--- src/ncmd_regs.svh ---
// Purpose: register offsets, field positions and reset values of the
//          neutral current mismatch detector
// Assumes: word-wide register port behind the serial interface
// Notes:   definitions only
`ifndef NCMD_REGS_SVH
`define NCMD_REGS_SVH

`define NCMD_ADDR_SUM 16'h0001
`define NCMD_ADDR_THR 16'h0002
`define NCMD_ADDR_FIRST_STATUS 16'h0003
`define NCMD_ADDR_SECOND_STATUS 16'h0004
`define NCMD_ADDR_SECOND_MASK 16'h0005

`define NCMD_DONE_BIT 17
`define NCMD_MIS_BIT 20

`define NCMD_THR_RESET 24'h000000
`define NCMD_SUM_RESET 28'h0000000
`define NCMD_PAD4 4'h0

`endif

--- src/ncmd_pkg.sv ---
// Purpose: shared types of the neutral current mismatch detector
// Assumes: samples are 24-bit two's complement
// Notes:   state structs follow the one-struct-per-module style
package ncmd_pkg;

    typedef logic signed [23:0] ncmd_sample_t;
    typedef logic signed [27:0] ncmd_word28_t;

    typedef struct packed {
        ncmd_word28_t sum;
        ncmd_sample_t neutral;
        ncmd_sample_t thr;
        logic done_flag;
        logic mis_flag;
        logic mis_mask;
        logic start;
        logic rd_valid;
        logic [31:0] rdata;
    } ncmd_top_state_t;

    typedef struct packed {
        logic hit;
        logic valid;
    } ncmd_cmp_state_t;

endpackage

--- src/ncmd_cmp_if.sv ---
// Purpose: carries one comparison request and its result
// Assumes: single clock domain
// Notes:   start is a one-cycle pulse, valid answers one cycle later
`timescale 1ns/1ns
interface ncmd_cmp_if;
    import ncmd_pkg::*;
    ncmd_word28_t sum;
    ncmd_sample_t neutral;
    ncmd_sample_t thr;
    logic start;
    logic hit;
    logic valid;
    modport ctrl(output sum, output neutral, output thr, output start, input hit, input valid);
    modport cmp(input sum, input neutral, input thr, input start, output hit, output valid);
endinterface

--- src/ncmd_compare.sv ---
// Purpose: magnitude difference of sum and neutral against the threshold
// Assumes: inputs stable while start is high
// Notes:   result registered one cycle after start
`timescale 1ns/1ns
module ncmd_compare import ncmd_pkg::*; (
    input wire logic clk,
    input wire logic sys_rst,
    ncmd_cmp_if.cmp bus
);

    ncmd_cmp_state_t st;
    ncmd_cmp_state_t next_st;
    logic [27:0] sum_mag;
    logic [27:0] neu_mag;
    logic [27:0] diff;
    ncmd_word28_t thr28;

    function automatic logic [27:0] mag28(input logic signed [27:0] v);
        mag28 = v[27] ? 28'(-v) : 28'(v);
    endfunction

    ////////////////////////////////////////////////////////////////////////
    always_comb begin
        next_st = st;
        // (RL8) unscaled samples
        sum_mag = mag28(bus.sum);
        neu_mag = mag28({{4{bus.neutral[23]}}, bus.neutral});
        diff = (sum_mag >= neu_mag) ? (sum_mag - neu_mag) : (neu_mag - sum_mag);
        // (RL11) threshold sign extension
        thr28 = {{4{bus.thr[23]}}, bus.thr};
        next_st.valid = bus.start;
        if (bus.start) begin
            // (RL4) strict greater compare
            // (RL7) non-positive always hits
            next_st.hit = (thr28 <= 28'sd0) || (diff > 28'(thr28));
        end
    end

    always_ff @(posedge clk) begin
        if (sys_rst) begin
            st <= '0;
        end else begin
            st <= next_st;
        end
    end

    assign bus.hit = st.hit;
    assign bus.valid = st.valid;
endmodule

--- src/ncmd_top.sv ---
// Purpose: neutral current mismatch detector with its status registers
// Assumes: one SAMPLE_VALID pulse per current sample period (8 kHz)
// Notes:   register port is the word side of the serial interface
//
// Summary of operation
// (RL1) add three phase samples into a readable 28-bit signed sum
// (RL2) recompute the sum once per sample period, on each new sample
// (RL3) set computation done flag, bit 17 of first status register
// (RL4) flag mismatch, bit 20, when magnitude difference exceeds threshold
// (RL5) with mask bit 20 set, mismatch drives second interrupt pin low
// (RL6) writing 1 to status bit 20 clears flag and releases pin
// (RL7) threshold is 24-bit signed, reset zero; zero or negative always flags
// (RL8) threshold uses the current ADC scale, 0x5A7540 is full scale
// (RL9) host should program a positive threshold up to 0x7FFFFF after reset
// (RL10) sum reads as 32-bit word with four top bits zero
// (RL11) threshold reads with top four bits zero, sign extended to 28
// (RL12) compare every sample; mismatch flag stays set until host clears it
`timescale 1ns/1ns
`include "ncmd_regs.svh"
module ncmd_top import ncmd_pkg::*; (
    input wire logic CLK,
    input wire logic SYS_RST,
    input wire logic SAMPLE_VALID,
    input wire logic [23:0] PHASE_A_CURRENT_SAMPLE,
    input wire logic [23:0] PHASE_B_CURRENT_SAMPLE,
    input wire logic [23:0] PHASE_C_CURRENT_SAMPLE,
    input wire logic [23:0] NEUTRAL_CURRENT_SAMPLE,
    input wire logic REG_WR,
    input wire logic REG_RD,
    input wire logic [15:0] REG_ADDR,
    input wire logic [31:0] REG_WDATA,
    output logic [31:0] REG_RDATA,
    output logic REG_RD_VALID,
    output logic SECOND_INTERRUPT_PIN_N
);

    ncmd_top_state_t st;
    ncmd_top_state_t next_st;
    ncmd_cmp_if cmp_bus();
    logic clr_done;
    logic clr_mis;
    logic [27:0] thr_ext;

    function automatic ncmd_word28_t sext28(input logic [23:0] v);
        sext28 = {{4{v[23]}}, v};
    endfunction

    ////////////////////////////////////////////////////////////////////////
    // comparison engine

    ncmd_compare u_compare (
        .clk(CLK),
        .sys_rst(SYS_RST),
        .bus(cmp_bus)
    );

    assign cmp_bus.sum = st.sum;
    assign cmp_bus.neutral = st.neutral;
    assign cmp_bus.thr = st.thr;
    assign cmp_bus.start = st.start;

    ////////////////////////////////////////////////////////////////////////
    // next state

    assign clr_done = REG_WR && (REG_ADDR == `NCMD_ADDR_FIRST_STATUS) && REG_WDATA[`NCMD_DONE_BIT];
    assign clr_mis = REG_WR && (REG_ADDR == `NCMD_ADDR_SECOND_STATUS) && REG_WDATA[`NCMD_MIS_BIT];
    assign thr_ext = sext28(st.thr);

    always_comb begin
        next_st = st;
        next_st.start = 1'b0;
        next_st.rd_valid = 1'b0;

        // (RL2) one update per sample
        if (SAMPLE_VALID) begin
            // (RL1) three-way signed sum
            next_st.sum = sext28(PHASE_A_CURRENT_SAMPLE) + sext28(PHASE_B_CURRENT_SAMPLE)
                + sext28(PHASE_C_CURRENT_SAMPLE);
            next_st.neutral = NEUTRAL_CURRENT_SAMPLE;
            // (RL12) compare every sample
            next_st.start = 1'b1;
        end

        if (REG_WR) begin
            case (REG_ADDR)
                `NCMD_ADDR_THR: begin
                    // (RL7) low 24 bits hold threshold
                    next_st.thr = REG_WDATA[23:0];
                end
                `NCMD_ADDR_SECOND_MASK: begin
                    next_st.mis_mask = REG_WDATA[`NCMD_MIS_BIT];
                end
                default: begin
                end
            endcase
        end

        // write-one-to-clear, a same-cycle set wins
        if (clr_done) begin
            next_st.done_flag = 1'b0;
        end
        // (RL6) host clear of mismatch
        if (clr_mis) begin
            next_st.mis_flag = 1'b0;
        end

        // (RL3) fresh sum available
        if (SAMPLE_VALID) begin
            next_st.done_flag = 1'b1;
        end
        // (RL12) sticky mismatch set
        if (cmp_bus.valid && cmp_bus.hit) begin
            next_st.mis_flag = 1'b1;
        end

        if (REG_RD) begin
            next_st.rd_valid = 1'b1;
            case (REG_ADDR)
                `NCMD_ADDR_SUM: begin
                    // (RL10) top nibble zero
                    next_st.rdata = {`NCMD_PAD4, st.sum};
                end
                `NCMD_ADDR_THR: begin
                    // (RL11) padded sign-extended threshold
                    next_st.rdata = {`NCMD_PAD4, thr_ext};
                end
                `NCMD_ADDR_FIRST_STATUS: begin
                    next_st.rdata = 32'(st.done_flag) << `NCMD_DONE_BIT;
                end
                `NCMD_ADDR_SECOND_STATUS: begin
                    next_st.rdata = 32'(st.mis_flag) << `NCMD_MIS_BIT;
                end
                `NCMD_ADDR_SECOND_MASK: begin
                    next_st.rdata = 32'(st.mis_mask) << `NCMD_MIS_BIT;
                end
                default: begin
                    next_st.rdata = 32'h00000000;
                end
            endcase
        end
    end

    ////////////////////////////////////////////////////////////////////////
    // state register

    always_ff @(posedge CLK) begin
        if (SYS_RST) begin
            st.sum <= `NCMD_SUM_RESET;
            st.neutral <= 24'h000000;
            st.thr <= `NCMD_THR_RESET;
            st.done_flag <= 1'b0;
            st.mis_flag <= 1'b0;
            st.mis_mask <= 1'b0;
            st.start <= 1'b0;
            st.rd_valid <= 1'b0;
            st.rdata <= 32'h00000000;
        end else begin
            st <= next_st;
        end
    end

    ////////////////////////////////////////////////////////////////////////
    // outputs

    assign REG_RDATA = st.rdata;
    assign REG_RD_VALID = st.rd_valid;
    // (RL5) masked mismatch pulls pin low
    assign SECOND_INTERRUPT_PIN_N = ~(st.mis_flag & st.mis_mask);
endmodule

--- config.mk ---
export PLATFORM = sky130hd
export DESIGN_NAME = ncmd_top
export DESIGN_NICKNAME = d
export VERILOG_FILES = /design/src/ncmd_pkg.sv /design/src/ncmd_cmp_if.sv /design/src/ncmd_compare.sv /design/src/ncmd_top.sv
export VERILOG_INCLUDE_DIRS = /design/src
export SDC_FILE = /design/constraint.sdc
export NUM_CORES = 1
export LEC_CHECK = 0
export BUFFER_PORTS_ARGS = -buffer_cell sky130_fd_sc_hd__buf_2
export CAP_MARGIN = 20
export CORE_MARGIN = 4
export CORE_UTILIZATION = 40
export DETAILED_ROUTE_END_ITERATION = 12
export GPL_ROUTABILITY_DRIVEN = 0
export SETUP_SLACK_MARGIN = 0.02
export SYNTH_ARGS = -nofsm -noshare
export SYNTH_HDL_FRONTEND = slang
export SYNTH_SLANG_ARGS = --single-unit
--- constraint.sdc ---
create_clock -name CLK -period 7.3 [get_ports CLK]
set_input_delay 0.365 -clock CLK [delete_from_list [all_inputs] [get_ports CLK]]
set_output_delay 0.365 -clock CLK [all_outputs]
set_load 0.01 [all_outputs]
==> results of run 1 <==
through the flow:
| step | power [W] | hold slack (ps) |
|---|---|---|
| global route | 0.00359 | 242 |
| finish | 0.00329 | 236 |
| floorplan | 0.00228 | 440 |
| CTS | 0.00329 | 232 |
| global placement | 0.00274 | 456 |
| detailed placement | 0.00278 | 468 |
cell families (layout without fill, tap and decap cells):
logic type	after synthesis	in the layout	share of synthesized area, %
adders and majority gates	136	136	18.3
muxes	54	54	5.22
and+or+nand+nor	365	365	16.8
xor gates and xnor gates	89	89	7.49
buffers and inverters	201	297	8.44
AOI/OAI and AO/OA	369	369	23.1
other	2	14	0.0722
DFF	107	107	20.6
routing by layer:
layer | global-route usage, % | vias to the layer above
met5 | 0 | -
met3 | 2.70 | 50
met2 | 33.7 | 277
met4 | 8.19 | 2
li1 | - | 4831
met1 | 24.9 | 4509
cell usage after synthesis (6+ instances only):
master | number | area, sq um
nand4_1 | 16 | 100
o31ai_1 | 14 | 105
o21bai_1 | 8 | 60.1
mux2i_1 | 52 | 521
a22oi_1 | 23 | 173
nor2b_1 | 11 | 68.8
fa_1 | 27 | 541
buf_1 | 8 | 30.0
a211oi_1 | 40 | 300
inv_1 | 100 | 375
o31a_1 | 7 | 61.3
ha_1 | 109 | 1360
o21a_1 | 9 | 67.6
buf_4 | 32 | 240
xor2_1 | 37 | 324
o211ai_1 | 7 | 52.6
dfxtp_1 | 107 | 2140
a31oi_1 | 10 | 62.6
xnor2_1 | 52 | 455
nand3_1 | 17 | 85.1
a21oi_1 | 112 | 561
or4_1 | 6 | 45.0
nor3_1 | 12 | 60.1
a21o_1 | 37 | 278
nor4_1 | 12 | 75.1
nand2_1 | 126 | 473
nor2_1 | 113 | 424
o21ai_1 | 8 | 40.0
o21ai_0 | 56 | 280
clkbuf_1 | 54 | 203
nand2b_1 | 12 | 75.1
registers in the layout (all words and copies together), names as in the netlist:
register / flops
REG_RDATA: 26
cmp_bus.sum: 26
cmp_bus.neutral: 24
cmp_bus.thr: 24
st: 3
REG_RD_VALID: 1
cmp_bus.start: 1
u_compare.bus.hit: 1
u_compare.bus.valid: 1
final timing paths:
path         depth (start not counted)                  to  slack [ps]
min reg2reg                          2     cmp_bus.thr[20]         470
max                                 24   u_compare.bus.hit         800
max reg2reg                         24   u_compare.bus.hit         800
min                                  3  cmp_bus.neutral[9]         240
final cells by class:
type                    instances  area [sq um]  share of cell area [%]
inverters                     104           390                    3.37
multi-input cells            1027          7440                    64.2
clock inverters                 6          57.6                   0.497
flip-flops and latches        107          2140                    18.5
well taps                     330           413                    3.56
repair buffers                177           906                    7.82
clock buffers                  10           239                    2.06
report_power, final:
part / switching (W) / total [W] / internal, W
logic: 0.00120 / 0.00209 / 0.000888
registers: 0.0000761 / 0.000703 / 0.000627
clock network: 0.000250 / 0.000497 / 0.000247
worst max-delay path, stage by stage (launching register included):
cell       delay [ps]
dfxtp_1           390
or4_4             600
nor4_4            160
nand3_1           130
or3_4             370
or4_4             470
o41ai_4           230
xnor2_1           180
ha_1              470
a21oi_1           150
o21ai_0           310
nor2_1            100
and2_1            190
a21oi_2           120
buf_4             420
o21ai_0           240
o211ai_1          240
xor2_1            100
ha_1              290
and3_1            150
nand4_1           120
or3_1             410
o2111ai_1         200
o31ai_1           110
a311oi_1          250
==> flow_summary.json, run 1 <==
{
  "clk_pin_slew_ps": 80,
  "wl_met1_mm": 12.5,
  "root_buffer": "clkbuf_16",
  "r2r-start": "cmp_bus.sum[6]",
  "drtAntennaViolNets": 0,
  "drive_gt1_share_pct": 14.9,
  "fmax_mhz": 154,
  "numPortBuffers": 170,
  "max_cap_viol_count": 0,
  "setup_viol": 0,
  "fp.coreArea_sq_mm": 0.0254,
  "maxSlewViolCount": 0,
  "die_y_um": 169,
  "startpoint": "cmp_bus.sum[6]",
  "cts_max_level": 3,
  "cts_buffers": 9,
  "arrival_ps": 6770,
  "met2_length_mm": 13.9,
  "nets": 1711,
  "post_cts_resized": 0,
  "cts_tree": "built",
  "rows": 58,
  "outcome": "complete, no violations",
  "ys_warn_count": 0,
  "mostFrequentLayoutCells": "buf_2, nand2_1, nor2_1",
  "fin_crit_ps": 6500,
  "synth_cells": 1323,
  "met3_wirelength_mm": 1.32,
  "place_ws_ps": 852,
  "required_ps": 7570,
  "slew-limit-headroom_pct": 39.4,
  "first_pass_iters": 5,
  "worstHoldPathType": "in -> reg",
  "fin_ws_ps": 803,
  "syn_area_sq_mm": 0.0104,
  "synth_flop_cell": "dfxtp_1",
  "final_core_util_pct": 45.6,
  "ir_worst_vdd_v": 0.000151,
  "cp_max_fo": 39,
  "ys_types": 70,
  "final_cells": 1761,
  "route.detailed.drc": 0,
  "postCtsHoldBufs": 0,
  "wl_mm": 28.9,
  "wl_per_cell_um": 16.4,
  "placed_cells": 1745,
  "synth.avg_cell_area_sq_um": 7.87,
  "antenna_found_initial": 1,
  "async_flop_share_pct": 0,
  "placed_area_sq_mm": 0.0113,
  "synthToLayoutAreaGrowth_pct": 11.4,
  "synth_edf_count": 0,
  "drtIter0Drc": 640,
  "synth_seq_area_share_pct": 20.6,
  "grt_start_max_net_pins": 85,
  "rsz0062_at_grt": "false",
  "crit_type": "reg -> reg",
  "worst_pin_slew_ps": 909,
  "start_util_pct": 41.0,
  "cp-start-kind": "flop",
  "grt_overflow": 0,
  "synth-seq-cells": 107,
  "cts.sinks": 107,
  "final-hold-violation-count": 0,
  "hold_path_startpoint": "NEUTRAL_CURRENT_SAMPLE[9]",
  "timing.final.crit_share_pct": 89.0,
  "nFillCells": 2613,
  "layout_commonest_cell": "buf_2",
  "insertion_delay_ps": 360,
  "fin_tns_setup_ps": 0,
  "total_leakage_power_nw": 5.09,
  "pin_count": 183,
  "grt_usage_pct": 19.7,
  "p_per_area_mw_per_mm2": 284,
  "design_area_sq_mm": 0.0116,
  "top_layer": "met5",
  "cp-end-kind": "flop",
  "antenna_cells": 0,
  "dpl.hpwl_mm": 23.4,
  "grt_pass1_vias": 9126,
  "die-area_sq_mm": 0.0287,
  "vias": 9669,
  "clock_skew_ps": 11.0,
  "fp.dieW_um": 169,
  "grt_pass1_wl_mm": 46.2,
  "vias_per_cell": 5.49,
  "post_cts_buffers": 0,
  "cts_buffer_depth": 2
}
(Power assumes the default switching activity.)
==> run 2, diff against run 1 <==
PLACE_DENSITY = 0.59   (was default)
==> flow_summary.json, run 2 (synthesis gave the netlist of run 1 again) <==
{
  "synthToLayoutAreaGrowth_pct": 11.6,
  "dpl.hpwl_mm": 23.4,
  "numPortBuffers": 170,
  "startpoint": "cmp_bus.sum[6]",
  "cp-endpoint": "u_compare.bus.hit",
  "clk_pin_slew_ps": 90,
  "cts_max_level": 3,
  "grt_pass1_wl_mm": 46.5,
  "placed_cells": 1745,
  "total_leakage_power_nw": 5.10,
  "cts_tree": "built",
  "design_area_sq_mm": 0.0116,
  "p_per_area_mw_per_mm2": 286,
  "power_w": 0.00332,
  "r2r-start": "cmp_bus.sum[6]",
  "clock_skew_ps": 7.07,
  "fmax_mhz": 152,
  "required_ps": 7580,
  "layout_commonest_cell": "buf_2",
  "vias_per_cell": 5.46,
  "outcome": "complete, no violations",
  "grt_pass1_vias": 9251,
  "fin_crit_ps": 6580,
  "rows": 58,
  "worst_pin_slew_ps": 895,
  "slew-limit-headroom_pct": 40.3,
  "die_y_um": 169,
  "wl_mm": 29.0,
  "drtIter0Drc": 544,
  "route.detailed.drc": 0,
  "crit_type": "reg -> reg",
  "fp.coreArea_sq_mm": 0.0254,
  "max_cap_viol_count": 0,
  "root_buffer": "clkbuf_16",
  "r2r_cells": 24,
  "seq_area_sq_mm": 0.00214,
  "grt_overflow": 0,
  "antenna_found_initial": 0,
  "start_util_pct": 41.0,
  "vias": 9607,
  "placed_area_sq_mm": 0.0113,
  "drtAntennaViolNets": 0,
  "rsz0062_at_grt": "false",
  "grt_usage_pct": 19.8,
  "rr_endpoint": "u_compare.bus.hit",
  "fp.dieW_um": 169,
  "nFillCells": 2563,
  "cts.sinks": 107,
  "final_cells": 1761,
  "postCtsHoldBufs": 0,
  "maxSlewViolCount": 0,
  "nets": 1711,
  "cp-start-kind": "flop",
  "post_cts_resized": 0,
  "cts_buffers": 9,
  "die-area_sq_mm": 0.0287,
  "grt_start_max_net_pins": 84,
  "fin_tns_setup_ps": 0,
  "timing.final.crit_share_pct": 90.1,
  "antenna_cells": 0,
  "insertion_delay_ps": 370,
  "mostFrequentLayoutCells": "buf_2, nand2_1, nor2_1",
  "first_pass_iters": 5,
  "cp-end-kind": "flop",
  "drive_gt1_share_pct": 14.9,
  "setup_viol": 0,
  "worstHoldPathType": "in -> reg",
  "ir_worst_vdd_v": 0.000136,
  "arrival_ps": 6860,
  "cp_max_fo": 39,
  "pin_count": 183,
  "cts_buffer_depth": 2,
  "wl_per_cell_um": 16.4,
  "rrSetupSlack_ps": 720,
  "multiInputGateArea_sq_mm": 0.00744,
  "final-hold-violation-count": 0,
  "post_cts_buffers": 0
}
## run 2: cell count changes in the layout (fill, tap and decap cells not counted)
| cell | previous run | this run |
|---|---|---|
| clkinv_8 | 1 | 3 |
| inv_12 | 0 | 1 |
| clkinvlp_4 | 2 | 0 |
| clkbuf_8 | 1 | 0 |
## run 2: how the worst min path moves through the flow
| stage | start | end | slack (ps) | depth (start not counted) |
|---|---|---|---|---|
| after global placement | st[34] | st[34] | 460 | 2 |
| final | NEUTRAL_CURRENT_SAMPLE[10] | cmp_bus.neutral[10] | 220 | 3 |
| after CTS | NEUTRAL_CURRENT_SAMPLE[8] | cmp_bus.neutral[8] | 220 | 3 |
| after floorplan | cmp_bus.start | u_compare.bus.hit | 440 | 1 |
| after global routing | REG_WDATA[10] | cmp_bus.thr[10] | 240 | 3 |
| after detailed placement | cmp_bus.thr[20] | cmp_bus.thr[20] | 470 | 2 |
## run 2: metrics by stage
stage / util (%) / hold slack (ps) / worst slack, ps
6_report: 45.7 / 224 / 723
4_1_cts: 45.7 / 224 / 828
3_5_place_dp: 44.5 / 468 / 866
3_3_place_gp: 44.5 / 456 / 943
2_1_floorplan: - / 440 / 1450
5_1_grt: 45.7 / 236 / 286
## run 2: routing by layer
metal / part of all wire (%) / track usage, %
met5: 0 / 0
met3: 4.7 / 2.89
met4: 3.0 / 6.90
met2: 49 / 34.4
met1: 44 / 25.1
## run 2: where the power goes
group / leakage (nW) / switching, W / internal, W / total (W)
combinational: 4.07 / 0.00120 / 0.000889 / 0.00209
clock: 0.152 / 0.000271 / 0.000249 / 0.000519
sequential: 0.878 / 0.0000769 / 0.000627 / 0.000704
## run 2: area by class of cell
| type | instances | area share (%) |
|---|---|---|
| well taps | 330 | 3.56 |
| repair buffers | 177 | 7.80 |
| flip-flops and latches | 107 | 18.4 |
| inverters | 104 | 3.36 |
| clock buffers | 9 | 1.94 |
| clock inverters | 7 | 0.787 |
| multi-input cells | 1027 | 64.1 |
## run 2: worst max-delay path, cell delays in order (launching register included)
cell and delay [ps]:
dfxtp_1 390, or4_4 600, nor4_4 190, nand3_1 150, or3_4 370, or4_4 470
o41ai_4 230, xnor2_1 190, ha_1 470, a21oi_1 160, o21ai_0 310, nor2_1 90
and2_1 190, a21oi_2 120, buf_4 430, o21ai_0 250, o211ai_1 230, xor2_1 100
ha_1 290, and3_1 150, nand4_1 140, or3_1 420, o2111ai_1 200, o31ai_1 110
a311oi_1 250
